`src/design/ppc_pkg.sv`:
```
// Purpose: shared constants and carrier types of the parallel port pin control block
// Assumes: ports A, B and E of eight pins each, registers on an AXI4-Lite slave
// Notes:   byte address = port * 0x20 + register index * 4
`default_nettype none
package ppc_pkg;
    localparam int NPORT = 3;
    localparam int PW    = 8;
    localparam int NPIN  = NPORT * PW;

    localparam int PORT_A = 0;
    localparam int PORT_B = 1;
    localparam int PORT_E = 2;

    // address decode
    localparam int AXI_AW        = 7;
    localparam int ADDR_PORT_LSB = 5;
    localparam int ADDR_REG_LSB  = 2;

    // register index inside a port window
    localparam logic [2:0] REG_DATA       = 3'h0;
    localparam logic [2:0] REG_DIR        = 3'h1;
    localparam logic [2:0] REG_PULL       = 3'h2;
    localparam logic [2:0] REG_SLEW       = 3'h3;
    localparam logic [2:0] REG_DRIVE      = 3'h4;
    localparam logic [2:0] REG_IRQ_SC     = 3'h5;
    localparam logic [2:0] REG_IRQ_PINSEL = 3'h6;
    localparam logic [2:0] REG_IRQ_EDGE   = 3'h7;

    // pin_irq_status_control fields
    localparam int SC_MODE_BIT = 0;
    localparam int SC_IE_BIT   = 1;
    localparam int SC_ACK_BIT  = 2;
    localparam int SC_FLAG_BIT = 3;

    localparam logic [PW-1:0] RST_BYTE  = 8'h00;
    localparam logic [1:0]    RESP_OKAY = 2'h0;
    localparam logic [1:0]    RESP_ERR  = 2'h2;

    // pad side controls, one bit per pin, pin = port * PW + bit
    typedef struct packed {
        logic [NPIN-1:0] out;
        logic [NPIN-1:0] oe;
        logic [NPIN-1:0] ie;
        logic [NPIN-1:0] pull_en;
        logic [NPIN-1:0] pull_dn;
        logic [NPIN-1:0] slew_en;
        logic [NPIN-1:0] drive_hi;
    } ppc_pads_t;

    // shared peripheral requests, one bit per pin
    typedef struct packed {
        logic [NPIN-1:0] dig_en;
        logic [NPIN-1:0] dig_out;
        logic [NPIN-1:0] dig_oe;
        logic [NPIN-1:0] ana_en;
    } ppc_periph_t;
endpackage : ppc_pkg
`default_nettype wire

```
`src/design/ppc_sync.sv`:
```
// Purpose: two flip-flop synchroniser for a vector of pad levels
// Assumes: each bit changes independently, no word coherence needed
// Notes:   only the second stage may be read by other logic
`default_nettype none
`timescale 1ns/1ps
module ppc_sync #(
    parameter int WIDTH = 24
) (
    // clock and reset
    input  wire logic             clk_sys,
    input  wire logic             resetn,
    // levels
    input  wire logic [WIDTH-1:0] d,
    output logic      [WIDTH-1:0] q
);
    logic [WIDTH-1:0] stage1;

    always_ff @(posedge clk_sys) begin
        if (!resetn) begin
            stage1 <= '0;
            q      <= '0;
        end else begin
            stage1 <= d;
            q      <= stage1;
        end
    end
endmodule : ppc_sync
`default_nettype wire

```
`src/design/ppc_pin_cell.sv`:
```
// Purpose: buffer, pull, slew and drive control of one pin plus its data read bit
// Assumes: purely combinational, the top registers every output
// Notes:   analog ownership outranks digital ownership, which outranks gpio
`default_nettype none
`timescale 1ns/1ps
module ppc_pin_cell (
    // gpio settings
    input  wire logic dir,
    input  wire logic latch,
    input  wire logic pull,
    input  wire logic slew,
    input  wire logic drive,
    input  wire logic pd_sel,
    // pin kind
    input  wire logic in_only,
    input  wire logic out_only,
    // shared functions
    input  wire logic dig_en,
    input  wire logic dig_out,
    input  wire logic dig_oe,
    input  wire logic ana_en,
    // synchronised pad level
    input  wire logic pin_in,
    // results
    output logic      pad_out,
    output logic      pad_oe,
    output logic      pad_ie,
    output logic      pad_pull_en,
    output logic      pad_pull_dn,
    output logic      pad_slew,
    output logic      pad_drive,
    output logic      rd_bit
);
    always_comb begin
        if (ana_en) begin
            pad_oe = 1'b0;
        end else if (dig_en) begin
            pad_oe = dig_oe & ~in_only;
        end else begin
            pad_oe = dir & ~in_only;
        end
        pad_out     = dig_en ? dig_out : latch;
        pad_ie      = ~ana_en & ~out_only;
        pad_pull_en = pull & ~dir & ~pad_oe & ~ana_en;
        pad_pull_dn = pad_pull_en & pd_sel;
        pad_slew    = slew & pad_oe;
        // input-only pin keeps its drive bit but never drives
        pad_drive   = drive & pad_oe & ~in_only;
        // read source follows the direction bit even under a peripheral
        if (dir) begin
            rd_bit = latch;
        end else begin
            rd_bit = pad_ie & pin_in;
        end
    end
endmodule : ppc_pin_cell
`default_nettype wire

```
`src/design/ppc_top.sv`:
```
// Purpose: parallel port pin control for ports A, B and E with a port B pin interrupt
// Assumes: AXI4-Lite register access, pad inputs asynchronous to clk_sys
// Notes:   all pad controls and bus outputs come from flip-flops
// Function
// - direction bit enables output and picks read source
// - input buffer on unless analog or output-only
// - digital peripheral drives buffer; direction picks read
// - analog function disables input and output buffers
// - input with disabled input buffer reads zero
// - pull enable per pin, off for outputs
// - pull-down only for selected interrupt pins
// - slew enable per pin, only for outputs
// - drive strength low or high, outputs only
// - input-only pin drive bit writable, no effect
// - interrupt flag at bit 3, writes ignored
// - write one to acknowledge bit 2 clears flag
// - interrupt request only when enabled and flagged
// - mode bit 0 selects edges or edges plus levels
// - reset: peripherals off, inputs, low drive, no pulls
// - enabled peripheral overrides gpio on shared pin
//
// Chosen here: the address map and the AXI4-Lite interface to the registers.
`default_nettype none
`timescale 1ns/1ps
module ppc_top
    import ppc_pkg::*;
#(
    parameter logic [ppc_pkg::NPIN-1:0] IN_ONLY_MASK  = 24'h020000,
    parameter logic [ppc_pkg::NPIN-1:0] OUT_ONLY_MASK = 24'h000000
) (
    // clock and reset
    input  wire logic                     clk_sys,
    input  wire logic                     resetn,
    // axi4-lite write address
    input  wire logic [ppc_pkg::AXI_AW-1:0] s_axi_awaddr,
    input  wire logic                     s_axi_awvalid,
    output logic                          s_axi_awready,
    // axi4-lite write data
    input  wire logic [31:0]              s_axi_wdata,
    input  wire logic [3:0]               s_axi_wstrb,
    input  wire logic                     s_axi_wvalid,
    output logic                          s_axi_wready,
    // axi4-lite write response
    output logic [1:0]                    s_axi_bresp,
    output logic                          s_axi_bvalid,
    input  wire logic                     s_axi_bready,
    // axi4-lite read address
    input  wire logic [ppc_pkg::AXI_AW-1:0] s_axi_araddr,
    input  wire logic                     s_axi_arvalid,
    output logic                          s_axi_arready,
    // axi4-lite read data
    output logic [31:0]                   s_axi_rdata,
    output logic [1:0]                    s_axi_rresp,
    output logic                          s_axi_rvalid,
    input  wire logic                     s_axi_rready,
    // pads
    input  wire logic [ppc_pkg::NPIN-1:0] pad_in,
    output ppc_pkg::ppc_pads_t            pads,
    // shared peripherals
    input  wire ppc_pkg::ppc_periph_t     periph,
    // port b pin interrupt
    output logic                          pin_irq
);
    generate
        if (NPORT != 3 || PW != 8) begin
            $error("ppc_top: register map needs three ports of eight pins");
        end
        if ((IN_ONLY_MASK & OUT_ONLY_MASK) != '0) begin
            $error("ppc_top: a pin cannot be input-only and output-only");
        end
    endgenerate

    // software state
    logic [NPORT-1:0][PW-1:0] data_latch, next_data_latch;
    logic [NPORT-1:0][PW-1:0] pin_direction_bit, next_pin_direction_bit;
    logic [NPORT-1:0][PW-1:0] pull_enable_bits, next_pull_enable_bits;
    logic [NPORT-1:0][PW-1:0] slew_enable_bits, next_slew_enable_bits;
    logic [NPORT-1:0][PW-1:0] drive_select_bits, next_drive_select_bits;
    logic [PW-1:0]            irq_pin_select, next_irq_pin_select;
    logic [PW-1:0]            edge_polarity_select, next_edge_polarity_select;
    logic                     pin_irq_flag, next_pin_irq_flag;
    logic                     pin_irq_enable, next_pin_irq_enable;
    logic                     detect_mode_select, next_detect_mode_select;

    // bus state
    logic                     aw_full, next_aw_full;
    logic                     w_full, next_w_full;
    logic [AXI_AW-1:0]        aw_addr, next_aw_addr;
    logic [31:0]              w_data, next_w_data;
    logic [3:0]               w_strb, next_w_strb;
    logic                     next_awready, next_wready, next_arready;
    logic                     next_bvalid, next_rvalid;
    logic [1:0]               next_bresp, next_rresp;
    logic [31:0]              next_rdata;

    // interrupt detect state
    logic [PW-1:0]            prev_active, next_prev_active;
    logic                     next_pin_irq;

    // pin cell results
    logic [NPIN-1:0]          pin_sync;
    logic [NPIN-1:0]          rd_bits;
    ppc_pads_t                next_pads;

    // decode helpers
    logic                     do_write, ack_pulse;
    logic [1:0]               w_port, r_port;
    logic [2:0]               w_reg, r_reg;
    logic                     w_hit, r_hit;
    logic [PW-1:0]            w_byte, rd_byte;
    logic [PW-1:0]            b_active, b_edge, b_level;
    logic                     irq_event;

    // asynchronous pads never reach logic directly
    ppc_sync #(
        .WIDTH (NPIN)
    ) u_sync (
        .clk_sys (clk_sys),
        .resetn  (resetn),
        .d       (pad_in),
        .q       (pin_sync)
    );

    genvar gi;
    generate
        for (gi = 0; gi < NPIN; gi++) begin : g_pin
            localparam int P = gi / PW;
            localparam int B = gi % PW;
            ppc_pin_cell u_cell (
                .dir         (pin_direction_bit[P][B]),
                .latch       (data_latch[P][B]),
                .pull        (pull_enable_bits[P][B]),
                .slew        (slew_enable_bits[P][B]),
                .drive       (drive_select_bits[P][B]),
                .pd_sel      ((P == PORT_B) ? (irq_pin_select[B] &
                              edge_polarity_select[B]) : 1'b0),
                .in_only     (IN_ONLY_MASK[gi]),
                .out_only    (OUT_ONLY_MASK[gi]),
                .dig_en      (periph.dig_en[gi]),
                .dig_out     (periph.dig_out[gi]),
                .dig_oe      (periph.dig_oe[gi]),
                .ana_en      (periph.ana_en[gi]),
                .pin_in      (pin_sync[gi]),
                .pad_out     (next_pads.out[gi]),
                .pad_oe      (next_pads.oe[gi]),
                .pad_ie      (next_pads.ie[gi]),
                .pad_pull_en (next_pads.pull_en[gi]),
                .pad_pull_dn (next_pads.pull_dn[gi]),
                .pad_slew    (next_pads.slew_en[gi]),
                .pad_drive   (next_pads.drive_hi[gi]),
                .rd_bit      (rd_bits[gi])
            );
        end
    endgenerate

    // address decode
    always_comb begin
        do_write = aw_full & w_full & ~s_axi_bvalid;
        w_port   = aw_addr[ADDR_PORT_LSB +: 2];
        w_reg    = aw_addr[ADDR_REG_LSB +: 3];
        w_hit    = (w_port == 2'(PORT_B)) ||
                   ((w_port < 2'(NPORT)) && (w_reg <= REG_DRIVE));
        w_byte   = w_data[PW-1:0];
        r_port   = s_axi_araddr[ADDR_PORT_LSB +: 2];
        r_reg    = s_axi_araddr[ADDR_REG_LSB +: 3];
        r_hit    = (r_port == 2'(PORT_B)) ||
                   ((r_port < 2'(NPORT)) && (r_reg <= REG_DRIVE));
        ack_pulse = do_write & w_hit & w_strb[0] & (w_port == 2'(PORT_B)) &
                    (w_reg == REG_IRQ_SC) & w_byte[SC_ACK_BIT];
    end

    // port b interrupt detection on synchronised levels
    always_comb begin
        // edge select 1 means rising edge or high level
        b_active  = ~(pin_sync[PORT_B*PW +: PW] ^ edge_polarity_select);
        b_edge    = b_active & ~prev_active;
        b_level   = detect_mode_select ? b_active : '0;
        irq_event = |(irq_pin_select & (b_edge | b_level));
        next_prev_active = b_active;
        // a fresh event wins over the acknowledge of the same cycle
        next_pin_irq_flag = irq_event | (pin_irq_flag & ~ack_pulse);
        next_pin_irq      = next_pin_irq_flag & next_pin_irq_enable;
    end

    // register writes
    always_comb begin
        next_data_latch           = data_latch;
        next_pin_direction_bit    = pin_direction_bit;
        next_pull_enable_bits     = pull_enable_bits;
        next_slew_enable_bits     = slew_enable_bits;
        next_drive_select_bits    = drive_select_bits;
        next_irq_pin_select       = irq_pin_select;
        next_edge_polarity_select = edge_polarity_select;
        next_pin_irq_enable       = pin_irq_enable;
        next_detect_mode_select   = detect_mode_select;
        if (do_write && w_hit && w_strb[0]) begin
            case (w_reg)
                REG_DATA:       next_data_latch[w_port] = w_byte;
                REG_DIR:        next_pin_direction_bit[w_port] = w_byte;
                REG_PULL:       next_pull_enable_bits[w_port] = w_byte;
                REG_SLEW:       next_slew_enable_bits[w_port] = w_byte;
                REG_DRIVE:      next_drive_select_bits[w_port] = w_byte;
                REG_IRQ_SC: begin
                    next_pin_irq_enable     = w_byte[SC_IE_BIT];
                    next_detect_mode_select = w_byte[SC_MODE_BIT];
                end
                REG_IRQ_PINSEL: next_irq_pin_select = w_byte;
                REG_IRQ_EDGE:   next_edge_polarity_select = w_byte;
                default:        next_data_latch = data_latch;
            endcase
        end
    end

    // read mux
    always_comb begin
        rd_byte = '0;
        case (r_reg)
            REG_DATA:       rd_byte = rd_bits[r_port*PW +: PW];
            REG_DIR:        rd_byte = pin_direction_bit[r_port];
            REG_PULL:       rd_byte = pull_enable_bits[r_port];
            REG_SLEW:       rd_byte = slew_enable_bits[r_port];
            REG_DRIVE:      rd_byte = drive_select_bits[r_port];
            REG_IRQ_SC: begin
                rd_byte[SC_FLAG_BIT] = pin_irq_flag;
                rd_byte[SC_IE_BIT]   = pin_irq_enable;
                rd_byte[SC_MODE_BIT] = detect_mode_select;
            end
            REG_IRQ_PINSEL: rd_byte = irq_pin_select;
            REG_IRQ_EDGE:   rd_byte = edge_polarity_select;
            default:        rd_byte = '0;
        endcase
        if (!r_hit) begin
            rd_byte = '0;
        end
    end

    // axi4-lite handshakes
    always_comb begin
        next_aw_addr = aw_addr;
        next_w_data  = w_data;
        next_w_strb  = w_strb;
        next_aw_full = aw_full;
        next_w_full  = w_full;
        next_bvalid  = s_axi_bvalid;
        next_bresp   = s_axi_bresp;
        next_rvalid  = s_axi_rvalid;
        next_rresp   = s_axi_rresp;
        next_rdata   = s_axi_rdata;
        if (s_axi_awvalid && s_axi_awready) begin
            next_aw_full = 1'b1;
            next_aw_addr = s_axi_awaddr;
        end
        if (s_axi_wvalid && s_axi_wready) begin
            next_w_full = 1'b1;
            next_w_data = s_axi_wdata;
            next_w_strb = s_axi_wstrb;
        end
        if (s_axi_bvalid && s_axi_bready) begin
            next_bvalid = 1'b0;
        end
        if (do_write) begin
            next_aw_full = 1'b0;
            next_w_full  = 1'b0;
            next_bvalid  = 1'b1;
            next_bresp   = w_hit ? RESP_OKAY : RESP_ERR;
        end
        if (s_axi_rvalid && s_axi_rready) begin
            next_rvalid = 1'b0;
        end
        if (s_axi_arvalid && s_axi_arready) begin
            next_rvalid = 1'b1;
            next_rresp  = r_hit ? RESP_OKAY : RESP_ERR;
            next_rdata  = {24'h000000, rd_byte};
        end
        // one write and one read in flight at a time
        next_awready = ~next_aw_full & ~next_bvalid;
        next_wready  = ~next_w_full & ~next_bvalid;
        next_arready = ~next_rvalid;
    end

    always_ff @(posedge clk_sys) begin
        if (!resetn) begin
            data_latch           <= '0;
            pin_direction_bit    <= '0;
            pull_enable_bits     <= '0;
            slew_enable_bits     <= '0;
            drive_select_bits    <= '0;
            irq_pin_select       <= RST_BYTE;
            edge_polarity_select <= RST_BYTE;
            pin_irq_flag         <= 1'b0;
            pin_irq_enable       <= 1'b0;
            detect_mode_select   <= 1'b0;
            prev_active          <= RST_BYTE;
            pin_irq              <= 1'b0;
            pads                 <= '0;
            aw_full              <= 1'b0;
            w_full               <= 1'b0;
            aw_addr              <= '0;
            w_data               <= '0;
            w_strb               <= '0;
            s_axi_awready        <= 1'b0;
            s_axi_wready         <= 1'b0;
            s_axi_arready        <= 1'b0;
            s_axi_bvalid         <= 1'b0;
            s_axi_bresp          <= RESP_OKAY;
            s_axi_rvalid         <= 1'b0;
            s_axi_rresp          <= RESP_OKAY;
            s_axi_rdata          <= '0;
        end else begin
            data_latch           <= next_data_latch;
            pin_direction_bit    <= next_pin_direction_bit;
            pull_enable_bits     <= next_pull_enable_bits;
            slew_enable_bits     <= next_slew_enable_bits;
            drive_select_bits    <= next_drive_select_bits;
            irq_pin_select       <= next_irq_pin_select;
            edge_polarity_select <= next_edge_polarity_select;
            pin_irq_flag         <= next_pin_irq_flag;
            pin_irq_enable       <= next_pin_irq_enable;
            detect_mode_select   <= next_detect_mode_select;
            prev_active          <= next_prev_active;
            pin_irq              <= next_pin_irq;
            pads                 <= next_pads;
            aw_full              <= next_aw_full;
            w_full               <= next_w_full;
            aw_addr              <= next_aw_addr;
            w_data               <= next_w_data;
            w_strb               <= next_w_strb;
            s_axi_awready        <= next_awready;
            s_axi_wready         <= next_wready;
            s_axi_arready        <= next_arready;
            s_axi_bvalid         <= next_bvalid;
            s_axi_bresp          <= next_bresp;
            s_axi_rvalid         <= next_rvalid;
            s_axi_rresp          <= next_rresp;
            s_axi_rdata          <= next_rdata;
        end
    end
endmodule : ppc_top
`default_nettype wire

```
`config.mk`:
```
export PLATFORM = sky130hd
export DESIGN_NAME = ppc_top
export DESIGN_NICKNAME = d
export VERILOG_FILES = /design/src/design/ppc_pkg.sv /design/src/design/ppc_sync.sv /design/src/design/ppc_pin_cell.sv /design/src/design/ppc_top.sv
export SDC_FILE = /design/constraint.sdc
export NUM_CORES = 1
export LEC_CHECK = 0
export ABC_CLOCK_PERIOD_IN_PS = 1800
export BUFFER_PORTS_ARGS = -buffer_cell sky130_fd_sc_hd__buf_4
export CAP_MARGIN = 20
export CORE_ASPECT_RATIO = 1.4
export CORE_MARGIN = 5
export CORE_UTILIZATION = 35
export CTS_CLUSTER_DIAMETER = 50
export DETAILED_ROUTE_END_ITERATION = 12
export REMOVE_ABC_BUFFERS = 1
export SKIP_CTS_REPAIR_TIMING = 1
export SYNTH_ARGS = -nofsm -noshare
export SYNTH_HDL_FRONTEND = slang
export SYNTH_SLANG_ARGS = --single-unit
```
`constraint.sdc`:
```
create_clock -name clk_sys -period 1.8 [get_ports clk_sys]
set_input_delay 0.27 -clock clk_sys [delete_from_list [all_inputs] [get_ports clk_sys]]
set_output_delay 0.27 -clock clk_sys [all_outputs]
set_load 0.01 [all_outputs]
```
==> metrics <==
Via density 4.74; initial antenna violation count 2; CTS Sinks 376; Synth area leader dfxtp_1; Layout Cell Area excl Fill 20600 sq um; mux cell area share after synthesis between 10% and 20%; DP HPWL 35.6 mm; Crit Path Max Fanout 5; Row Count 90; Clock power frac between 40% and 50%; fin nets roughly 2000; clock root buffer clkbuf_16; via count 11632; # setup viols final 0; R2R Path Start w_strb[0]$_SDFFE_PN0P_; clock slew at reported path FFs 60 ps; Synth Area in Adders 0%; min cycle time layout 1730 ps; post-route setup slack ~72 ps; Area Growth Syn to Fin 36.7%; wire per inst 19.3 um; PortBufs 309; Post-Layout Cell Count 2452; vias in the first global route about 12000; CTS tree built; Hold Path Class primary input to flop; Int Power approximately 15 mW; # DRC 0; Placed Cells 2293; status complete, but fails checks; CP arrival 2160 ps; Synth Cell Area 15100 sq um; Startpoint Class flop; crit path from w_strb[0]$_SDFFE_PN0P_; drt initial violations 450; final wirelength 47.2 mm; grt total ovfl 0; EDFF count, synth 0; WHS -16.9 ps; Synthesis Warnings 0; Place WS -162 ps; die area 47300 sq um; H-tree depth 2; Tightest Pin Transition 648 ps; total power 19.1 mW; top_reg_cell synth dfxtp_1; most frequent cells in the layout 390 x buf_4, 376 x dfxtp_1, 215 x mux2i_1; starting density of the core 35.1%; core area 42900 sq um; Final Wtd Congestion 0.825; Sw Ratio between 20% and 30%; hold_sp periph[63]; RSZ-0062 raised after global routing no; largest net degree at the start of global routing 59; Comb power frac between 7 and 8%; share of layout cells above drive strength 1 a little over a quarter; Critical Path End Type flop; largest family of logic cells by synthesized area simple AND/OR/NAND/NOR gates; sequential share of power 44.7%; GR Util All Layers approximately a fifth; Yosys top cell area share 50.0%; number of detailed-route iterations in the first pass 7; Max-Cap Viols 0; chip height between 200 and 300 um; sequential share of the synthesized area 50.0%; Die Width 185 um; Post-Syn Instances roughly 1400; Max Freq 579 MHz; Pwr Density roughly 930 nW/um^2; Max clock buf depth 3; Clock Latency Late Sink 540 ps; ranking of synthesized cells by area dfxtp_1 50%, mux2i_1 14%, nor2b_1 6.9%; count of pins over their slew limit 0; syn_area_per_cell 10.6 sq um; Worst VDD drop 0.626 mV; Synth Area in Simple Gates 20.6%; ys async rst share 0%; Rel. slew slack approximately 56%; Unique masters post-synth 71; Clock Skew about 10 ps; Synth Area in XOR/XNOR 0.465%; failing checks negative hold slack; Num CTS Buffers 41; most common cell after layout, fill and taps aside buf_4; Leak 9.02 nW; first-pass GRT wire length just under 70 mm; synthesized flop and latch total 376; Crit path required time 2240 ps; DRT antenna net count 0; crit path kind flop to flop; switching power 4.28 mW; placed inst area 18200 sq um; Final period util around 96%; number of placed I/O pins 387; compound-cell area share of the yosys netlist 7.52%; final count of hold timing violations 11
-- path summary, 6_finish.rpt --
kind                                     end  slack (ps)  cells after the start
hold / removal          pads[159]$_SDFF_PN0_         -20                      3
setup / recovery  data_latch[7]$_SDFFE_PN0P_          70                      7
setup reg to reg  data_latch[7]$_SDFFE_PN0P_          70                      7
hold reg to reg       u_sync.q[5]$_SDFF_PN0_         430                      1
-- power by group through the flow --
| stage | Sequential, mW | Combinational (mW) | Clock (mW) |
|---|---|---|---|
| 5_1_grt | 8.55 | 1.52 | 9.73 |
| 2_1_floorplan | 8.78 | 0.440 | 0 |
| 3_5_place_dp | 8.73 | 1.30 | 0 |
| 4_1_cts | 8.54 | 1.31 | 9.41 |
| 6_report | 8.54 | 1.41 | 9.17 |
| 3_3_place_gp | 8.73 | 1.29 | 0 |
-- metrics by stage --
stage	setup TNS [ps]	hold WS [ps]	util (%)
floorplan	-3280	349	-
global placement	-260	414	42.4
detailed placement	-347	421	42.4
CTS	-34.6	-116	45.9
global route	0	0.256	48.0
finish	0	-16.9	48.0
-- state kept, by name, indices dropped and copies added (netlist names), 5 cells and up --
name and flops:
slew_enable_bits 24, pin_direction_bit 24, aw_addr 5, prev_active 8, s_axi_rdata 8, u_sync.q 24
u_sync.stage1 24, irq_pin_select 8, w_data 8, data_latch 24, pull_enable_bits 24, drive_select_bits 24
pads 149, edge_polarity_select 8
-- area by class of cell --
cell class | count | area [sq um]
fill | 3955 | 22300
sequential | 376 | 7530
multi-input combinational | 920 | 6800
timing repair buffer | 474 | 3870
clock buffer | 57 | 1220
tap | 552 | 691
clock inverter | 17 | 275
inverter | 55 | 206
antenna | 1 | 2.50
-- metal layers --
metal  routed length, um  GRT usage, %  part of all wire, %  up-vias
li1                    -             -                    -     5654
met1               18300          21.9                   39     5541
met2               25200          35.7                   53      356
met3                2700          3.47                  5.7       79
met4                1040          5.20                  2.2        2
met5                   7             0                0.015        -
-- critical path, stage by stage (launching register included) --
cell      delay [ps]
dfxtp_1          350
and4b_2          290
buf_12           130
nand3b_4         210
nor2_8           240
buf_12           150
mux2i_1          190
nor2b_1           60
-- cells by family after synthesis --
group,count (synthesis)
and+or+nand+nor,495
DFF,376
muxes,223
buffers and inverters,173
AOI/OAI and AO/OA,149
xor gates and xnor gates,8
other,1
-- cells in the mapped netlist, drive strengths merged, types with 5 or more instances --
cell type and count:
mux4 6, clkbuf 29, xnor2 8, dfxtp 376
nor2b 166, nor3b 10, inv 55, nor3 8
a21oi 16, a2111oi 23, a31oi 5, o32ai 6
buf 89, nand2b 38, a21boi 19, and2 102
a22oi 15, nor2 62, and3 16, nand2 62
mux2i 215, nand3 11, o21ai 19, a221oi 11
Note: power is estimated with default switching activity, not from simulation.
